File: src/adc_sel_map.svh
// Purpose: Offsets, field positions, reset values and timing counts for the input selector
// Assumes: Included by bare name from the design modules
// Notes:   Definitions only; no logic lives here
`ifndef ADC_SEL_MAP_SVH
`define ADC_SEL_MAP_SVH

// ----------------------------------------------------------------------
// Register addressing on the high data lines
// ----------------------------------------------------------------------
`define CFG_ADDR_LO      10
`define CFG_ADDR_HI      11
`define CFG_ADDR_CR0     2'h0
`define CFG_ADDR_CR1     2'h1
`define CFG_WIDTH        10
`define BUS_WIDTH        12

// ----------------------------------------------------------------------
// Input and test configuration fields
// ----------------------------------------------------------------------
`define CR0_VREF_BIT     0
`define CR0_MODE_BIT     1
`define CR0_PD_BIT       2
`define CR0_SEL_LO       3
`define CR0_SEL_HI       7
`define CR0_CHAN_LO      3
`define CR0_CHAN_HI      4
`define CR0_DIFF_LO      5
`define CR0_DIFF_HI      6
`define CR0_SCAN_BIT     7
`define CR0_TEST_LO      8
`define CR0_TEST_HI      9
`define CR0_RESET_VALUE  10'h020

// ----------------------------------------------------------------------
// Queue and interface configuration fields
// ----------------------------------------------------------------------
`define CR1_SOFT_RST_BIT 0
`define CR1_OVERFLOW_FLAG_BIT     1
`define CR1_TRIG_LO      2
`define CR1_TRIG_HI      3
`define CR1_AV_TYPE_BIT  4
`define CR1_AV_POL_BIT   5
`define CR1_RW_BIT       6
`define CR1_FMT_BIT      7
`define CR1_OFFSET_BIT   8
`define CR1_REGISTER_READBACK_BIT    9
`define CR1_RESET_VALUE  10'h030

// ----------------------------------------------------------------------
// Pin synchroniser depth
// ----------------------------------------------------------------------
`define SYNC_STAGES      2

`endif

File: src/adc_sel_pkg.sv
// Purpose: Types shared by the input selector modules
// Assumes: adc_sel_map.svh holds the numbers
// Notes:   Source codes are what the analog front end is told to convert
package adc_sel_pkg;

	// ------------------------------------------------------------------
	// Conversion source
	// ------------------------------------------------------------------
	typedef enum logic [3:0] {
		SRC_A_POS   = 4'h0,
		SRC_A_NEG   = 4'h1,
		SRC_B_POS   = 4'h2,
		SRC_B_NEG   = 4'h3,
		SRC_DIFF_A  = 4'h4,
		SRC_DIFF_B  = 4'h5,
		SRC_REF_HI  = 4'h6,
		SRC_REF_MID = 4'h7,
		SRC_REF_LO  = 4'h8,
		SRC_NONE    = 4'hF
	} src_t;

	// ------------------------------------------------------------------
	// Test field values
	// ------------------------------------------------------------------
	typedef enum logic [1:0] {
		TEST_NORMAL = 2'h0,
		TEST_REF_HI = 2'h1,
		TEST_REF_MD = 2'h2,
		TEST_REF_LO = 2'h3
	} test_t;

endpackage

File: src/adc_input_select.sv
// Purpose: Control registers and input selection for a four-input sampling converter
// Assumes: Parallel bus pins are asynchronous; conversion events come from core logic
// Notes:   Writes take effect a few clocks after the write strobe falls
`timescale 1ns/100ps
`default_nettype none
`include "adc_sel_map.svh"

// What this block does
// - Bits 3 and 4 of the input configuration choose which input or pair is converted.
// - Bit 5 selects differential, with 00100 giving pair A and 00101 giving pair B.
// - Bits 6 and 7 select the autoscan setup when several inputs repeat in sequence.
// - With bits 7 to 5 clear, channel codes 0 to 3 pick the four single-ended inputs.
// - Code 10001 alternates between the two A inputs single-ended.
// - Code 10010 cycles through A positive, A negative and B positive.
// - Code 10011 cycles through all four single-ended inputs.
// - Code 10101 alternates A positive with the B differential pair.
// - Code 10110 cycles A positive, A negative, then the B pair.
// - Code 11001 alternates the A pair and the B pair.
// - Bits 8 and 9 are the test field, and 00 means normal conversion.
// - Test values 01, 10 and 11 convert the upper, mid and lower reference.
// - The second register is ten bits; trigger, strobe and format are stored, reset and overflow are not.
// - After reset the channel field is 00, bit 5 is 1, bit 6 is 0 and scan is off.
// - Writing 1 to the soft reset bit restores both registers to their reset values.
module adc_input_select (
	input  wire logic                    core_clk_i,
	input  wire logic                    rst_n_i,
	input  wire logic [`BUS_WIDTH-1:0]   bus_data_i,
	input  wire logic                    bus_wr_n_i,
	input  wire logic                    bus_rd_n_i,
	input  wire logic                    conv_done_i,
	input  wire logic                    queue_overflow_i,
	output logic      [`CFG_WIDTH-1:0]   read_data_o,
	output logic                         read_data_oe_o,
	output adc_sel_pkg::src_t            convert_src_o,
	output logic      [1:0]              seq_index_o,
	output logic                         scan_active_o,
	output logic                         vref_external_o,
	output logic                         single_conv_mode_o,
	output logic                         power_down_o,
	output logic      [1:0]              trigger_level_o,
	output logic                         avail_pulse_type_o,
	output logic                         avail_active_high_o,
	output logic                         strobe_rw_style_o,
	output logic                         output_number_format_o,
	output logic                         offset_enable_o,
	output logic                         register_readback_o,
	output logic                         queue_clear_o,
	output logic                         soft_reset_o
);
	import adc_sel_pkg::*;

	// ------------------------------------------------------------------
	// Pin synchronisation
	// ------------------------------------------------------------------
	// Data and strobes share one synchroniser so they stay aligned
	logic [`BUS_WIDTH+1:0] pins_sync;
	logic [`BUS_WIDTH-1:0] data_s;
	logic                  wr_n_s;
	logic                  rd_n_s;

	// Strobe stages reset high, the idle level of the pins
	pin_sync #(
		.WIDTH       (`BUS_WIDTH + 2),
		.RESET_LEVEL ({2'h3, {`BUS_WIDTH{1'b0}}})
	) u_pin_sync (
		.core_clk_i (core_clk_i),
		.rst_n_i    (rst_n_i),
		.async_i    ({bus_rd_n_i, bus_wr_n_i, bus_data_i}),
		.sync_o     (pins_sync)
	);

	// Address rides on the two top data lines
	assign data_s = pins_sync[`BUS_WIDTH-1:0];
	assign wr_n_s = pins_sync[`BUS_WIDTH];
	assign rd_n_s = pins_sync[`BUS_WIDTH+1];

	// ------------------------------------------------------------------
	// Register state
	// ------------------------------------------------------------------
	// Configuration words, flags and strobe history
	logic [`CFG_WIDTH-1:0] cr0_reg;
	logic [`CFG_WIDTH-1:0] cr0_next;
	logic [`CFG_WIDTH-1:0] cr1_reg;
	logic [`CFG_WIDTH-1:0] cr1_next;
	logic                  overflow_flag_reg;
	logic                  overflow_flag_next;
	logic                  wr_prev_reg;
	logic                  rd_prev_reg;
	logic                  qclr_reg;
	logic                  qclr_next;
	logic                  srst_reg;
	logic                  srst_next;
	logic [`CFG_WIDTH-1:0] rdata_reg;
	logic [`CFG_WIDTH-1:0] rdata_next;
	logic                  oe_reg;
	logic                  wr_pulse;
	logic                  rd_pulse;
	logic                  wr_cr0;
	logic                  wr_cr1;
	logic                  soft_rst;
	logic [1:0]            addr_s;

	// Strobe edges seen on synchronised pins
	assign wr_pulse = wr_prev_reg & ~wr_n_s;
	assign rd_pulse = rd_prev_reg & ~rd_n_s;
	assign addr_s   = data_s[`CFG_ADDR_HI:`CFG_ADDR_LO];
	// Addresses 2 and 3 match neither decode and are dropped
	assign wr_cr0   = wr_pulse && (addr_s == `CFG_ADDR_CR0);
	assign wr_cr1   = wr_pulse && (addr_s == `CFG_ADDR_CR1);
	assign soft_rst = wr_cr1 && data_s[`CR1_SOFT_RST_BIT];

	// Register updates; soft reset beats an ordinary write in the same cycle
	always_comb begin
		// Registers hold by default; pulses last one cycle
		cr0_next   = cr0_reg;
		cr1_next   = cr1_reg;
		qclr_next  = 1'b0;
		srst_next  = soft_rst;
		rdata_next = rdata_reg;
		// Overflow events win over a clearing read
		overflow_flag_next  = queue_overflow_i | (overflow_flag_reg & ~rd_pulse);
		if (soft_rst) begin
			cr0_next  = `CR0_RESET_VALUE;
			cr1_next  = `CR1_RESET_VALUE;
			overflow_flag_next = queue_overflow_i;
		end else if (wr_cr0) begin
			cr0_next = data_s[`CFG_WIDTH-1:0];
		end else if (wr_cr1) begin
			// ten-bit layout; bits 0 and 1 are not stored
			cr1_next  = {data_s[`CFG_WIDTH-1:`CR1_TRIG_LO], 2'h0};
			qclr_next = data_s[`CR1_OVERFLOW_FLAG_BIT];
		end
		// Reads return the queue/interface register with the live overflow flag
		if (rd_pulse) begin
			rdata_next = {cr1_reg[`CFG_WIDTH-1:`CR1_TRIG_LO], overflow_flag_reg, 1'b0};
		end
	end

	always_ff @(posedge core_clk_i or negedge rst_n_i) begin
		if (!rst_n_i) begin
			cr0_reg     <= `CR0_RESET_VALUE;
			cr1_reg     <= `CR1_RESET_VALUE;
			overflow_flag_reg    <= 1'b0;
			wr_prev_reg <= 1'b1;
			rd_prev_reg <= 1'b1;
			qclr_reg    <= 1'b0;
			srst_reg    <= 1'b0;
			rdata_reg   <= '0;
			oe_reg      <= 1'b0;
		end else begin
			cr0_reg     <= cr0_next;
			cr1_reg     <= cr1_next;
			overflow_flag_reg    <= overflow_flag_next;
			wr_prev_reg <= wr_n_s;
			rd_prev_reg <= rd_n_s;
			qclr_reg    <= qclr_next;
			srst_reg    <= srst_next;
			rdata_reg   <= rdata_next;
			oe_reg      <= ~rd_n_s;
		end
	end

	// ------------------------------------------------------------------
	// Input selection
	// ------------------------------------------------------------------
	// Registered source keeps decode glitches off the front end
	src_t       seq_src;
	logic [1:0] seq_idx;
	logic       seq_scan;
	src_t       src_reg;
	src_t       src_next;
	logic [1:0] idx_reg;
	logic       scan_reg;
	test_t      test_mode;

	// An input register write or a soft reset restarts the scan at its first entry
	// Each finished conversion advances the scan by one entry
	scan_sequencer u_scan (
		.core_clk_i (core_clk_i),
		.rst_n_i    (rst_n_i),
		.sel_code_i (cr0_reg[`CR0_SEL_HI:`CR0_SEL_LO]),
		.restart_i  (wr_cr0 | soft_rst),
		.step_i     (conv_done_i),
		.src_o      (seq_src),
		.index_o    (seq_idx),
		.scan_o     (seq_scan)
	);

	// Test field read as a typed value for the override
	assign test_mode = test_t'(cr0_reg[`CR0_TEST_HI:`CR0_TEST_LO]);

	always_comb begin
		case (test_mode)
			TEST_NORMAL: src_next = seq_src;
			TEST_REF_HI: src_next = SRC_REF_HI;
			TEST_REF_MD: src_next = SRC_REF_MID;
			TEST_REF_LO: src_next = SRC_REF_LO;
			default:     src_next = seq_src;
		endcase
	end

	// Source flops; reset shows the default pair A
	always_ff @(posedge core_clk_i or negedge rst_n_i) begin
		if (!rst_n_i) begin
			src_reg  <= SRC_DIFF_A;
			idx_reg  <= 2'h0;
			scan_reg <= 1'b0;
		end else begin
			src_reg  <= src_next;
			idx_reg  <= seq_idx;
			scan_reg <= seq_scan;
		end
	end

	// ------------------------------------------------------------------
	// Outputs, all from flops
	// ------------------------------------------------------------------
	// Stored-only settings go straight out of their register bits
	assign read_data_o            = rdata_reg;
	assign read_data_oe_o         = oe_reg;
	assign convert_src_o          = src_reg;
	assign seq_index_o            = idx_reg;
	assign scan_active_o          = scan_reg;
	assign vref_external_o        = cr0_reg[`CR0_VREF_BIT];
	assign single_conv_mode_o     = cr0_reg[`CR0_MODE_BIT];
	assign power_down_o           = cr0_reg[`CR0_PD_BIT];
	assign trigger_level_o        = cr1_reg[`CR1_TRIG_HI:`CR1_TRIG_LO];
	assign avail_pulse_type_o     = cr1_reg[`CR1_AV_TYPE_BIT];
	assign avail_active_high_o    = cr1_reg[`CR1_AV_POL_BIT];
	assign strobe_rw_style_o      = cr1_reg[`CR1_RW_BIT];
	assign output_number_format_o = cr1_reg[`CR1_FMT_BIT];
	assign offset_enable_o        = cr1_reg[`CR1_OFFSET_BIT];
	assign register_readback_o    = cr1_reg[`CR1_REGISTER_READBACK_BIT];
	assign queue_clear_o          = qclr_reg;
	assign soft_reset_o           = srst_reg;

	// ------------------------------------------------------------------
	// Checks
	// ------------------------------------------------------------------
	a_soft_reset_restore: assert property (@(posedge core_clk_i) disable iff (!rst_n_i)
		soft_rst |=> (cr0_reg == `CR0_RESET_VALUE) && (cr1_reg == `CR1_RESET_VALUE))
		else $error("soft reset did not restore registers");
	a_default_diff_pair: assert property (@(posedge core_clk_i) disable iff (!rst_n_i)
		soft_rst && !conv_done_i |=> ##1 convert_src_o == SRC_DIFF_A)
		else $error("default selection is not pair A");
	a_single_ended_pick: assert property (@(posedge core_clk_i) disable iff (!rst_n_i)
		(cr0_reg[`CR0_SEL_HI:`CR0_DIFF_LO] == 3'h0) && (test_mode == TEST_NORMAL)
		|=> convert_src_o == src_t'({2'h0, $past(cr0_reg[`CR0_CHAN_HI:`CR0_CHAN_LO])}))
		else $error("single-ended pick wrong");
	a_diff_pair_pick: assert property (@(posedge core_clk_i) disable iff (!rst_n_i)
		(cr0_reg[`CR0_SEL_HI:`CR0_SEL_LO] == 5'h05) && (test_mode == TEST_NORMAL)
		|=> convert_src_o == SRC_DIFF_B)
		else $error("differential pair B not selected");
	a_test_ref_select: assert property (@(posedge core_clk_i) disable iff (!rst_n_i)
		(test_mode == TEST_REF_LO) |=> convert_src_o == SRC_REF_LO)
		else $error("lower reference not selected in test");
	a_overflow_read_clear: assert property (@(posedge core_clk_i) disable iff (!rst_n_i)
		rd_pulse && !queue_overflow_i
		|=> !overflow_flag_reg && (read_data_o[`CR1_OVERFLOW_FLAG_BIT] == $past(overflow_flag_reg)))
		else $error("overflow flag not cleared by read");
	a_scan_restart_write: assert property (@(posedge core_clk_i) disable iff (!rst_n_i)
		wr_cr0 |=> ##1 seq_index_o == 2'h0)
		else $error("scan did not restart after reconfiguration");
	a_cfg0_write_lands: assert property (@(posedge core_clk_i) disable iff (!rst_n_i)
		wr_cr0 |=> cr0_reg == $past(data_s[`CFG_WIDTH-1:0]))
		else $error("input register write lost");
	// Queue register behaviour
	a_overflow_set_wins: assert property (@(posedge core_clk_i) disable iff (!rst_n_i)
		queue_overflow_i |=> overflow_flag_reg)
		else $error("overflow event lost");
	a_queue_clear_pulse: assert property (@(posedge core_clk_i) disable iff (!rst_n_i)
		wr_cr1 && !soft_rst |=> queue_clear_o == $past(data_s[`CR1_OVERFLOW_FLAG_BIT]))
		else $error("queue clear pulse wrong");
	a_cfg1_fields_stored: assert property (@(posedge core_clk_i) disable iff (!rst_n_i)
		wr_cr1 && !soft_rst |=> cr1_reg == {$past(data_s[`CFG_WIDTH-1:`CR1_TRIG_LO]), 2'h0})
		else $error("queue register fields not stored");
	a_read_returns_cfg1: assert property (@(posedge core_clk_i) disable iff (!rst_n_i)
		rd_pulse |=> read_data_o[`CFG_WIDTH-1:`CR1_TRIG_LO]
		== $past(cr1_reg[`CFG_WIDTH-1:`CR1_TRIG_LO]))
		else $error("read word does not match queue register");
	a_soft_beats_clear: assert property (@(posedge core_clk_i) disable iff (!rst_n_i)
		soft_rst |=> soft_reset_o && !queue_clear_o)
		else $error("soft reset pulse wrong");
	a_soft_clears_overflow_flag: assert property (@(posedge core_clk_i) disable iff (!rst_n_i)
		soft_rst && !queue_overflow_i |=> !overflow_flag_reg)
		else $error("soft reset left overflow set");
	// Test override
	a_test_hi_select: assert property (@(posedge core_clk_i) disable iff (!rst_n_i)
		(test_mode == TEST_REF_HI) |=> convert_src_o == SRC_REF_HI)
		else $error("upper reference not selected in test");
	a_test_mid_select: assert property (@(posedge core_clk_i) disable iff (!rst_n_i)
		(test_mode == TEST_REF_MD) |=> convert_src_o == SRC_REF_MID)
		else $error("mid reference not selected in test");
	// Main scenarios
	c_soft_reset: cover property (@(posedge core_clk_i) disable iff (!rst_n_i) soft_rst);
	c_test_mid: cover property (@(posedge core_clk_i) disable iff (!rst_n_i)
		convert_src_o == SRC_REF_MID);
	c_scan_pair_b: cover property (@(posedge core_clk_i) disable iff (!rst_n_i)
		scan_active_o && (convert_src_o == SRC_DIFF_B));
	c_overflow_read: cover property (@(posedge core_clk_i) disable iff (!rst_n_i)
		rd_pulse && overflow_flag_reg);

endmodule
`default_nettype wire

File: src/pin_sync.sv
// Purpose: Two-flop synchroniser for a group of pin inputs
// Assumes: Pins are quasi-static around strobes
// Notes:   First stage feeds only the second stage
`timescale 1ns/100ps
`default_nettype none
`include "adc_sel_map.svh"

module pin_sync #(
	parameter int               WIDTH       = 1,
	parameter logic [WIDTH-1:0] RESET_LEVEL = '0
) (
	input  wire logic             core_clk_i,
	input  wire logic             rst_n_i,
	input  wire logic [WIDTH-1:0] async_i,
	output logic      [WIDTH-1:0] sync_o
);
	// ------------------------------------------------------------------
	// Per-bit stages
	// ------------------------------------------------------------------
	genvar gi;
	generate
		for (gi = 0; gi < WIDTH; gi++) begin : g_bit
			logic [`SYNC_STAGES-1:0] stage_reg;
			logic [`SYNC_STAGES-1:0] stage_next;
			// Shift in the pin
			always_comb begin
				stage_next = {stage_reg[`SYNC_STAGES-2:0], async_i[gi]};
			end
			// Stages reset to the pin's idle level, so release makes no false edge
			always_ff @(posedge core_clk_i or negedge rst_n_i) begin
				if (!rst_n_i) begin
					stage_reg <= {`SYNC_STAGES{RESET_LEVEL[gi]}};
				end else begin
					stage_reg <= stage_next;
				end
			end
			assign sync_o[gi] = stage_reg[`SYNC_STAGES-1];
		end
	endgenerate

endmodule
`default_nettype wire

File: src/scan_sequencer.sv
// Purpose: Decodes the five selection bits and steps through autoscan entries
// Assumes: step_i pulses once per finished conversion, restart_i on reconfiguration
// Notes:   Reserved codes give SRC_NONE; the host never writes them
`timescale 1ns/100ps
`default_nettype none
`include "adc_sel_map.svh"

module scan_sequencer (
	input  wire logic              core_clk_i,
	input  wire logic              rst_n_i,
	input  wire logic [4:0]        sel_code_i,
	input  wire logic              restart_i,
	input  wire logic              step_i,
	output adc_sel_pkg::src_t      src_o,
	output logic      [1:0]        index_o,
	output logic                   scan_o
);
	import adc_sel_pkg::*;

	logic [1:0] index_reg;
	logic [1:0] index_next;
	logic [1:0] last_index;

	// ------------------------------------------------------------------
	// Sequence tables
	// ------------------------------------------------------------------
	function automatic logic [1:0] last_of(input logic [4:0] code);
		case (code)
			5'h11:   last_of = 2'h1;
			5'h12:   last_of = 2'h2;
			5'h13:   last_of = 2'h3;
			5'h15:   last_of = 2'h1;
			5'h16:   last_of = 2'h2;
			5'h19:   last_of = 2'h1;
			default: last_of = 2'h0;
		endcase
	endfunction

	function automatic src_t entry_of(input logic [4:0] code, input logic [1:0] idx);
		case (code)
			5'h00, 5'h01, 5'h02, 5'h03: entry_of = src_t'({2'h0, code[1:0]});
			5'h04:   entry_of = SRC_DIFF_A;
			5'h05:   entry_of = SRC_DIFF_B;
			5'h11:   entry_of = src_t'({3'h0, idx[0]});
			5'h12, 5'h13: entry_of = src_t'({2'h0, idx});
			5'h15:   entry_of = idx[0] ? SRC_DIFF_B : SRC_A_POS;
			5'h16:   entry_of = (idx == 2'h2) ? SRC_DIFF_B : src_t'({3'h0, idx[0]});
			5'h19:   entry_of = idx[0] ? SRC_DIFF_B : SRC_DIFF_A;
			default: entry_of = SRC_NONE;
		endcase
	endfunction

	// ------------------------------------------------------------------
	// Entry index
	// ------------------------------------------------------------------
	// advance and wrap
	always_comb begin
		last_index = last_of(sel_code_i);
		if (restart_i) begin
			index_next = 2'h0;
		end else if (step_i && (index_reg >= last_index)) begin
			index_next = 2'h0;
		end else if (step_i) begin
			index_next = index_reg + 2'h1;
		end else begin
			index_next = index_reg;
		end
	end

	always_ff @(posedge core_clk_i or negedge rst_n_i) begin
		if (!rst_n_i) begin
			index_reg <= 2'h0;
		end else begin
			index_reg <= index_next;
		end
	end

	assign src_o   = entry_of(sel_code_i, index_reg);
	assign index_o = index_reg;
	assign scan_o  = sel_code_i[4];

	// ------------------------------------------------------------------
	// Checks
	// ------------------------------------------------------------------
	a_scan_wraps_first: assert property (@(posedge core_clk_i) disable iff (!rst_n_i)
		step_i && !restart_i && (index_reg == last_index) |=> index_reg == 2'h0)
		else $error("autoscan did not wrap to first entry");
	a_scan_steps_next: assert property (@(posedge core_clk_i) disable iff (!rst_n_i)
		step_i && !restart_i && (index_reg < last_index) && $stable(sel_code_i)
		|=> index_reg == $past(index_reg) + 2'h1)
		else $error("autoscan did not step to next entry");
	a_two_pairs_alt: assert property (@(posedge core_clk_i) disable iff (!rst_n_i)
		(sel_code_i == 5'h19) |-> (src_o == (index_reg[0] ? SRC_DIFF_B : SRC_DIFF_A)))
		else $error("pair alternation wrong");
	a_four_inputs_seq: assert property (@(posedge core_clk_i) disable iff (!rst_n_i)
		(sel_code_i == 5'h13) && (index_reg == 2'h3) |-> src_o == SRC_B_NEG)
		else $error("fourth scan entry wrong");
	c_four_wrap: cover property (@(posedge core_clk_i) disable iff (!rst_n_i)
		(sel_code_i == 5'h13) && step_i && (index_reg == 2'h3));

endmodule
`default_nettype wire
File: config.mk
export PLATFORM = sky130hd
export DESIGN_NAME = adc_input_select
export DESIGN_NICKNAME = d
export VERILOG_FILES = /design/src/adc_sel_pkg.sv /design/src/adc_input_select.sv /design/src/pin_sync.sv /design/src/scan_sequencer.sv
export VERILOG_INCLUDE_DIRS = /design/src
export SDC_FILE = /design/constraint.sdc
export NUM_CORES = 1
export LEC_CHECK = 0
export ABC_CLOCK_PERIOD_IN_PS = 2009
export BUFFER_PORTS_ARGS = -buffer_cell sky130_fd_sc_hd__buf_2
export CAP_MARGIN = 10
export CORE_MARGIN = 2
export CORE_UTILIZATION = 54
export DETAILED_ROUTE_END_ITERATION = 12
export PLACE_DENSITY = 0.81
export SLEW_MARGIN = 10
export SYNTH_ARGS = -nofsm -noshare
export SYNTH_HDL_FRONTEND = slang
export SYNTH_SLANG_ARGS = --single-unit
File: constraint.sdc
create_clock -name core_clk_i -period 2.01 [get_ports core_clk_i]
set_clock_uncertainty 0.1 [all_clocks]
set_input_delay 0.1005 -clock core_clk_i [delete_from_list [all_inputs] [get_ports core_clk_i]]
set_output_delay 0.1005 -clock core_clk_i [all_outputs]
set_load 0.05 [all_outputs]
==> impl_metrics.env, run 1 <==
export IMPL_dieArea_mm2=0.00526
export IMPL_path_max_fanout=5
export IMPL_ir_drop_mv=0.632
export IMPL_grt_max_degree=71
export IMPL_hold_viol_final=0
export IMPL_fin_cells=338
export IMPL_antenna_found_initial=0
export IMPL_htreeDepth=3
export IMPL_diodes=0
export IMPL_multi_input_area_um2=699
export IMPL_clock_latency_ns=0.34
export IMPL_core_area_mm2=0.00444
export IMPL_p_per_area_mw_per_mm2=1110
export IMPL_cts_made_buffers=9
export IMPL_drv_cap=0
export IMPL_drc=0
export IMPL_synth_xor_area_frac=0
export IMPL_yosys_area_top_type_share=0.592
export IMPL_die_w_um=72.5
export IMPL_cp_end_kind="register"
export IMPL_synth_top_family_by_area="simple AND/OR/NAND/NOR gates"
export IMPL_arrival_ns=2.02
export IMPL_hpwl_um=2850
export IMPL_synth_most_common_cell="dfrtp_1"
export IMPL_synth_edf_count=0
export IMPL_slew_viol_final=0
export IMPL_pin_count=49
export IMPL_largest_register_ffs=28
export IMPL_final_setup_tns_ns=0
export IMPL_synth_adder_area_share=0.0345
export IMPL_ant_nets=0
export IMPL_seq_area_frac_synth=0.696
export IMPL_cts_root_buf="clkbuf_8"
export IMPL_synth_area_mm2=0.00254
export IMPL_hp_class="primary input to async pin"
export IMPL_synth_compound_area_frac=0.103
export IMPL_fillers=299
export IMPL_grt_util_all_layers=0.190
export IMPL_grt_pass1_vias=1643
export IMPL_drt_first_iter_violations=121
export IMPL_synth_simple_area_share=0.128
export IMPL_grt_pass1_wl_um=7420
export IMPL_slew_headroom=0.617
export IMPL_synthCells=205
export IMPL_ys_seq_elements=70
export IMPL_clk_pin_slew_ns=0.06
export IMPL_worstSetupPathType="register to register"
export IMPL_rsz0062_at_grt="false"
export IMPL_initial_core_util=0.571
export IMPL_gp_congestion=0.878
export IMPL_io_buffers=47
export IMPL_yosysWarnings=0
export IMPL_cts_buffer_depth=2
export IMPL_syn_avg_cell_area_um2=12.4
export IMPL_yosys_most_used_dff="dfrtp_1"
export IMPL_worstMarginPinSlew_ns=0.573
export IMPL_drive_gt1_frac=0.304
export IMPL_synth_common_cells="dfrtp_1, nand2_1, dfstp_2, o21ai_0"
export IMPL_ys_async_sr_fraction=1.00
export IMPL_num_rows=24
export IMPL_vias_per_cell=4.97
export IMPL_cts_num_sinks=70
export IMPL_finalCriticalPeriod_ns=1.87
export IMPL_tritoncts="done"
export IMPL_synth_area_leaders="dfrtp_1, dfstp_2, nand2_1, ha_1, a22o_1"
export IMPL_nets=306
export IMPL_wl_per_cell_um=13.2
export IMPL_status="completed"
export IMPL_ys_types=36
export IMPL_p_leak_nw=1.64
export IMPL_grt_ovfl_total=0
export IMPL_die_h_um=72.5
export IMPL_dp_cells=302
export IMPL_crit_required_ns=2.16
export IMPL_routed_wl_um=4450
export IMPL_muxShareOfSynthArea=0.00395
export IMPL_yosysTopAreaCell="dfrtp_1"
export IMPL_syn_nets=230
export IMPL_crit_path_start_kind="register"
export IMPL_drt_pass1_iter_count=4
export IMPL_regArea_mm2=0.00177
export IMPL_period_share=0.928
export IMPL_fmax_ghz=0.536
export IMPL_setup_viol=0
export IMPL_vias=1681
export IMPL_area_growth_pct=27.9
per-layer routing:
metal | GRT usage | up-vias | part of all wire
met5 | 0 | - | 0
met2 | 0.278 | 41 | 0.47
met3 | 0.0736 | 10 | 0.047
met4 | 0.0988 | 0 | 0.026
li1 | - | 825 | -
met1 | 0.247 | 805 | 0.45
per-stage QoR:
step	instance area [µm²]	util	setup WS [ns]	hold WS (ns)	total power (W)
final	3240	0.730	0.144	0.206	0.00361
after CTS	3210	0.723	0.0340	0.217	0.00362
after detailed placement	2850	0.641	0.0124	0.0442	0.00252
after global placement	2850	0.641	0.156	0.0425	0.00250
after floorplan	2540	-	0.181	-0.295	0.00230
after global routing	3240	0.730	0.00764	0.235	0.00379
critical path, stage by stage (launching register included):
cell      delay (ns)
dfstp_2         0.59
nor3b_2         0.08
o211a_1         0.22
ha_1            0.27
nand2b_1        0.16
a21oi_2         0.15
nand2_1         0.07
a21boi_0        0.15
power breakdown:
group | internal (W) | switching, W
registers | 0.00159 | 0.0000924
logic | 0.000254 | 0.000602
clock network | 0.000607 | 0.000465
layout make-up:
class	count	share of cell area
flip-flops and latches	70	0.544
multi-input cells	117	0.216
repair buffers	74	0.152
clock buffers	14	0.0470
well taps	52	0.0201
clock inverters	2	0.0108
inverters	9	0.0104
kinds of logic after synthesis:
| logic type | count (synthesis) |
|---|---|
| adder cells (fa/ha/maj) | 7 |
| AND/OR/NAND/NOR | 72 |
| AO/OA/AOI/OAI | 36 |
| flip-flops | 70 |
| other | 1 |
| buffers and inverters | 18 |
| multiplexers | 1 |
timing repair:
item / CTS / global route
hold endpoints to repair: 87 / 0
gates resized for setup: 1 / 4
hold buffers: 17 / 0
buffers inserted: 0 / 3
endpoints found under the setup margin: 1 / 2
cloned: 0 / 0
path summary, 6_finish.rpt:
kind                                                                     to  slack, ns                                       start  cells after the start
worst max-delay path                          u_scan.index_o[1]$_DFFE_PN0P_       0.14                      cr0_reg[5]$_DFFE_PN1N_                      7
max in group asynchronous       u_pin_sync.g_bit[12].stage_reg[0]$_DFF_PN1_       1.26                                     rst_n_i                      3
worst min-delay path                               seq_index_o[0]$_DFF_PN0_       0.21                                     rst_n_i                      3
min in group core_clk_i          u_pin_sync.g_bit[7].stage_reg[1]$_DFF_PN0_       0.25  u_pin_sync.g_bit[7].stage_reg[0]$_DFF_PN0_                      0
worst max register to register                u_scan.index_o[1]$_DFFE_PN0P_       0.14                      cr0_reg[5]$_DFFE_PN1N_                      7
worst min register to register   u_pin_sync.g_bit[7].stage_reg[1]$_DFF_PN0_       0.25  u_pin_sync.g_bit[7].stage_reg[0]$_DFF_PN0_                      0
placed cells by master (no fill, tap or decap), types with 2 or more instances in the layout:
| master | synthesis | layout |
|---|---|---|
| nor3b_1 | 3 | 2 |
| nand2_1 | 49 | 49 |
| a21oi_1 | 4 | 2 |
| a21oi_2 | 0 | 2 |
| buf_2 | 1 | 47 |
| dfrtp_1 | 60 | 59 |
| nor2_1 | 5 | 5 |
| o21ai_0 | 10 | 10 |
| a22o_1 | 8 | 8 |
| nand2b_1 | 6 | 6 |
| o211a_1 | 2 | 2 |
| buf_4 | 4 | 9 |
| dfstp_2 | 10 | 10 |
| ha_1 | 7 | 7 |
| clkbuf_8 | 0 | 10 |
| inv_1 | 8 | 8 |
| clkbuf_1 | 3 | 4 |
| o32a_1 | 2 | 2 |
| a21boi_0 | 3 | 2 |
| o21a_1 | 2 | 2 |
| dlygate4sd3_1 | 0 | 17 |
Power figures use the tool's default switching activity.
==> inputs of run 2 (changes only) <==
--- a/config.mk
+++ b/config.mk
@@ -10,10 +10,11 @@
 export BUFFER_PORTS_ARGS = -buffer_cell sky130_fd_sc_hd__buf_2
 export CAP_MARGIN = 10
 export CORE_MARGIN = 2
-export CORE_UTILIZATION = 54
+export CORE_UTILIZATION = 55
 export DETAILED_ROUTE_END_ITERATION = 12
-export PLACE_DENSITY = 0.81
+export PLACE_DENSITY = 0.82
 export SLEW_MARGIN = 10
 export SYNTH_ARGS = -nofsm -noshare
 export SYNTH_HDL_FRONTEND = slang
+export SYNTH_HIERARCHICAL = 1
 export SYNTH_SLANG_ARGS = --single-unit
==> impl_metrics.env, run 2 <==
export IMPL_gp_congestion=0.768
export IMPL_pin_count=49
export IMPL_clk_pin_slew_ns=0.07
export IMPL_synth_edf_count=0
export IMPL_period_share=0.908
export IMPL_hpwl_um=2960
export IMPL_hp_class="primary input to async pin"
export IMPL_p_per_area_mw_per_mm2=1130
export IMPL_core_area_mm2=0.00479
export IMPL_cts_root_buf="clkbuf_8"
export IMPL_yosys_most_used_dff="dfrtp_1"
export IMPL_antenna_found_initial=0
export IMPL_vias_per_cell=5.06
export IMPL_ir_drop_mv=0.744
export IMPL_ys_async_sr_fraction=1.00
export IMPL_ys_seq_elements=70
export IMPL_grt_pass1_wl_um=7860
export IMPL_yosys_area_top_type_share=0.542
export IMPL_vias=1811
export IMPL_synth_common_cells="dfrtp_1, nand2_1, buf_4"
export IMPL_wl_per_cell_um=13.5
export IMPL_syn_avg_cell_area_um2=12.0
export IMPL_status="completed"
export IMPL_path_max_fanout=7
export IMPL_synthCells=230
export IMPL_fmax_ghz=0.548
export IMPL_initial_core_util=0.579
export IMPL_diodes=0
export IMPL_drc=0
export IMPL_die_h_um=75.0
export IMPL_setup_viol=0
export IMPL_yosysWarnings=6
export IMPL_yosysTopAreaCell="dfrtp_1"
export IMPL_worstSetupPathType="register to register"
export IMPL_finalCriticalPeriod_ns=1.83
export IMPL_final_setup_tns_ns=0
export IMPL_grt_util_all_layers=0.197
export IMPL_synth_most_common_cell="dfrtp_1"
export IMPL_grt_ovfl_total=0
export IMPL_cp_end_kind="register"
export IMPL_place_area_mm2=0.00296
export IMPL_drive_gt1_frac=0.330
export IMPL_p_leak_nw=1.59
export IMPL_tritoncts="done"
export IMPL_grt_max_degree=71
export IMPL_synth_area_leaders="dfrtp_1, dfstp_2, nand2_1, mux2_2, buf_4"
export IMPL_synth_area_mm2=0.00277
export IMPL_crit_path_start_kind="register"
export IMPL_routed_wl_um=4840
export IMPL_drt_pass1_iter_count=5
export IMPL_slew_viol_final=0
export IMPL_clock_latency_ns=0.33
export IMPL_drt_first_iter_violations=103
export IMPL_drv_cap=0
export IMPL_final_cell_mix="dfrtp_1, buf_2, nand2_1"
export IMPL_rsz0062_at_grt="false"
export IMPL_syn_nets=255
export IMPL_seq_area_frac_synth=0.637
export IMPL_cts_num_sinks=70
export IMPL_die_w_um=75.0
export IMPL_ant_nets=0
export IMPL_worstMarginPinSlew_ns=0.514
export IMPL_area_growth_pct=20.6
export IMPL_hold_viol_final=0
export IMPL_slew_headroom=0.656
export IMPL_cts_buffer_depth=2
export IMPL_stdcell_area_mm2=0.00334
export IMPL_num_rows=25
export IMPL_arrival_ns=1.98
export IMPL_nets=312
export IMPL_cts_made_buffers=9
export IMPL_largest_register_ffs=28
export IMPL_r2r_slack_ns=0.18
export IMPL_final_common_cell="dfrtp_1"
export IMPL_fillers=329
export IMPL_io_buffers=47
export IMPL_ys_types=36
export IMPL_crit_required_ns=2.16
export IMPL_grt_pass1_vias=1714
export IMPL_htreeDepth=3
export IMPL_dieArea_mm2=0.00562
## run 2: power by group
group	switching (W)	internal, W
clock	0.000485	0.000596
sequential	0.000128	0.00160
combinational	0.000660	0.000289
total	0.00127	0.00249
## run 2: critical path, stage by stage, from the launching register on
cell and delay (ns):
dfstp_2 0.59, a21oi_1 0.10, o211a_1 0.25, ha_1 0.26, o21ai_0 0.18, nand3_1 0.11
o21ai_0 0.15
## run 2: final timing paths
kind	start	to	cells past startpoint
setup / recovery	cr0_reg[5]$_DFFE_PN1P_	u_scan/index_o[0]$_DFFE_PN0P_	6
setup reg to reg	cr0_reg[5]$_DFFE_PN1P_	u_scan/index_o[0]$_DFFE_PN0P_	6
max in group asynchronous	rst_n_i	convert_src_o[2]$_DFF_PN1_	3
hold / removal	rst_n_i	seq_index_o[0]$_DFF_PN0_	3
min in group core_clk_i	u_pin_sync/g_bit[0].stage_reg[0]$_DFF_PN0_	u_pin_sync/g_bit[0].stage_reg[1]$_DFF_PN0_	0
hold reg to reg	u_pin_sync/g_bit[0].stage_reg[0]$_DFF_PN0_	u_pin_sync/g_bit[0].stage_reg[1]$_DFF_PN0_	0
## run 2: final cells by class
| cell class | count | area (µm²) | area share |
|---|---|---|---|
| inverters | 8 | 30.0 | 0.00899 |
| repair buffers | 71 | 468 | 0.140 |
| clock buffers | 11 | 141 | 0.0423 |
| multi-input cells | 127 | 806 | 0.241 |
| well taps | 67 | 83.8 | 0.0251 |
| clock inverters | 4 | 47.5 | 0.0142 |
| flip-flops and latches | 70 | 1770 | 0.528 |
## run 2: routing by layer
metal  global-route usage  up-vias  part of all wire
met2                0.317       54              0.51
li1                     -      864                 -
met5                    0        -                 0
met1                0.233      881              0.41
met4                0.135        0             0.028
met3               0.0482       12             0.047
## run 2: through the flow
stage | std cells | power (W) | utilization | worst slack [ns] | hold slack [ns]
detailed placement | 323 | 0.00266 | 0.619 | 0.0943 | 0.0460
floorplan | 230 | 0.00246 | - | 0.211 | -0.295
global route | 358 | 0.00394 | 0.698 | 0.0202 | 0.229
CTS | 355 | 0.00376 | 0.694 | 0.0851 | 0.225
finish | 358 | 0.00376 | 0.698 | 0.184 | 0.200
global placement | 323 | 0.00263 | 0.619 | 0.235 | 0.0442
## run 2: kinds of logic after synthesis
family	after synthesis	synth area share
AOI/OAI and AO/OA	38	0.0885
adders and majority gates	7	0.0316
buffers and inverters	33	0.0727
DFF	70	0.637
muxes	11	0.0447
other	1	0.00135
and+or+nand+nor	70	0.125
## run 2: repair_timing
| item | CTS | global route |
|---|---|---|
| hold endpoints to repair | 87 | 0 |
| hold buffers | 17 | 0 |
| gates resized for setup | 0 | 1 |
| setup endpoints to repair | 0 | 2 |
| buffers inserted | 0 | 3 |
==> inputs of run 3 (changes only) <==
--- a/config.mk
+++ b/config.mk
@@ -12,7 +12,7 @@
 export CORE_MARGIN = 2
 export CORE_UTILIZATION = 55
 export DETAILED_ROUTE_END_ITERATION = 12
-export PLACE_DENSITY = 0.82
+export PLACE_DENSITY = 0.79
 export SLEW_MARGIN = 10
 export SYNTH_ARGS = -nofsm -noshare
 export SYNTH_HDL_FRONTEND = slang
==> impl_metrics.env, run 3 (same netlist as run 2, synthesis figures left out) <==
export IMPL_status="completed"
export IMPL_period_share=0.894
export IMPL_diodes=0
export IMPL_cp_buffers_inverters=0
export IMPL_tritoncts="done"
export IMPL_clk_pin_slew_ns=0.07
export IMPL_crit_path_start_kind="register"
export IMPL_cts_buffer_depth=2
export IMPL_netSwitchingPower_w=0.00127
export IMPL_grt_ovfl_total=0
export IMPL_clock_power_share=0.295
export IMPL_finalCriticalPeriod_ns=1.80
export IMPL_htreeDepth=3
export IMPL_arrival_ns=1.96
export IMPL_rsz0062_at_grt="false"
export IMPL_drt_first_iter_violations=70
export IMPL_die_h_um=75.0
export IMPL_combPwrFrac=0.248
export IMPL_grt_util_all_layers=0.187
export IMPL_crit_path_cell_trace="a21oi_1 > o211a_1 > ha_1 > o21ai_0 > nand3_1 > o21ai_0"
export IMPL_cts_made_buffers=9
export IMPL_gp_congestion=0.760
export IMPL_final_cell_mix="dfrtp_1, buf_2, nand2_1"
export IMPL_p_leak_nw=1.59
export IMPL_swShare=0.334
export IMPL_core_area_mm2=0.00479
export IMPL_wl_per_cell_um=13.4
export IMPL_dieArea_mm2=0.00562
export IMPL_ant_nets=0
export IMPL_crit_top_cell="o21ai_0"
export IMPL_seqPwrFrac=0.456
export IMPL_crit_path_end="u_scan/index_o[1]$_DFFE_PN0P_"
export IMPL_nets=311
export IMPL_ir_drop_mv=0.699
export IMPL_fin_cells=358
export IMPL_antenna_found_initial=0
export IMPL_vias=1777
export IMPL_path_delay_family="compound AO/OA/AOI/OAI gates"
export IMPL_slew_viol_final=0
export IMPL_p_per_area_mw_per_mm2=1130
export IMPL_cts_num_sinks=70
export IMPL_io_buffers=47
export IMPL_worstSetupPathType="register to register"
export IMPL_hp_class="primary input to async pin"
export IMPL_drive_gt1_frac=0.326
export IMPL_routed_wl_um=4790
export IMPL_slew_headroom=0.650
export IMPL_dp_cells=323
export IMPL_crit_required_ns=2.17
export IMPL_clock_latency_ns=0.34
export IMPL_crit_path_start="cr0_reg[5]$_DFFE_PN1P_"
export IMPL_grt_max_degree=71
export IMPL_timing_rr_start="cr0_reg[5]$_DFFE_PN1P_"
export IMPL_area_growth_pct=20.9
export IMPL_pin_count=49
export IMPL_drt_pass1_iter_count=4
export IMPL_grt_pass1_vias=1652
export IMPL_slowest_stage="dfstp_2"
export IMPL_worstRegToRegCells=6
export IMPL_intPower_w=0.00253
export IMPL_rr_endpoint="u_scan/index_o[1]$_DFFE_PN0P_"
export IMPL_setup_viol=0
export IMPL_worstMarginPinSlew_ns=0.522
export IMPL_cp_end_kind="register"
export IMPL_num_rows=25
export IMPL_max_stage_delay_ns=0.62
export IMPL_largest_register_ffs=28
export IMPL_path_depth=6
export IMPL_grt_pass1_wl_um=7650
export IMPL_final_setup_tns_ns=0
export IMPL_drc=0
export IMPL_cts_root_buf="clkbuf_8"
export IMPL_hpwl_um=2930
export IMPL_vias_per_cell=4.96
export IMPL_fmax_ghz=0.556
export IMPL_r2r_slack_ns=0.21
export IMPL_drv_cap=0
export IMPL_final_core_util=0.700
export IMPL_hold_viol_final=0
export IMPL_final_common_cell="dfrtp_1"
export IMPL_initial_core_util=0.579
export IMPL_die_w_um=75.0
export IMPL_path_max_fanout=10
run 3: worst min-delay path by stage:
stage	end	cells after the start	slack [ns]
floorplan	convert_src_o[0]$_DFF_PN0_	0	-0.30
global placement	seq_index_o[0]$_DFF_PN0_	2	0.04
detailed placement	seq_index_o[0]$_DFF_PN0_	2	0.05
CTS	seq_index_o[0]$_DFF_PN0_	3	0.22
global route	seq_index_o[0]$_DFF_PN0_	3	0.23
finish	seq_index_o[0]$_DFF_PN0_	3	0.20
run 3: per-layer routing:
metal,part of all wire,GRT usage
met4,0.011,0.0853
met2,0.52,0.289
met1,0.44,0.245
met5,0,0
met3,0.036,0.0562
run 3: repair_timing:
action | 4_1_cts | 5_1_grt
hold buffers | 17 | 0
setup endpoints to repair | 0 | 1
hold endpoints to repair | 87 | 0
setup buffers | 0 | 2
gates resized for setup | 0 | 1
run 3: cell type report:
cell class | count | area (µm²)
Clock buffer | 13 | 159
Inverter | 8 | 30.0
Fill cell | 338 | 1440
Multi-Input combinational cell | 127 | 806
Tap cell | 67 | 83.8
Sequential cell | 70 | 1770
Timing Repair Buffer | 70 | 463
Clock inverter | 3 | 42.5
run 3: metrics by stage:
stage	power [W]	hold slack (ns)	cell area [µm²]	setup slack, ns
after floorplan	0.00246	-0.295	2770	0.211
final	0.00380	0.199	3350	0.213
after global routing	0.00398	0.230	3350	0.0569
after global placement	0.00264	0.0441	2960	0.225
after detailed placement	0.00266	0.0483	2960	0.155
after CTS	0.00381	0.216	3330	0.145
run 3: power by group through the flow:
stage | registers [W] | clock network (W) | logic [W]
floorplan | 0.00213 | 0 | 0.000332
global placement | 0.00175 | 0 | 0.000886
detailed placement | 0.00176 | 0 | 0.000901
CTS | 0.00173 | 0.00115 | 0.000929
global route | 0.00175 | 0.00121 | 0.00101
finish | 0.00173 | 0.00112 | 0.000943
run 3: worst min-delay path: stages:
cell and delay [ns]:
dlygate4sd3_1 0.52, buf_2 0.12, buf_12 0.30
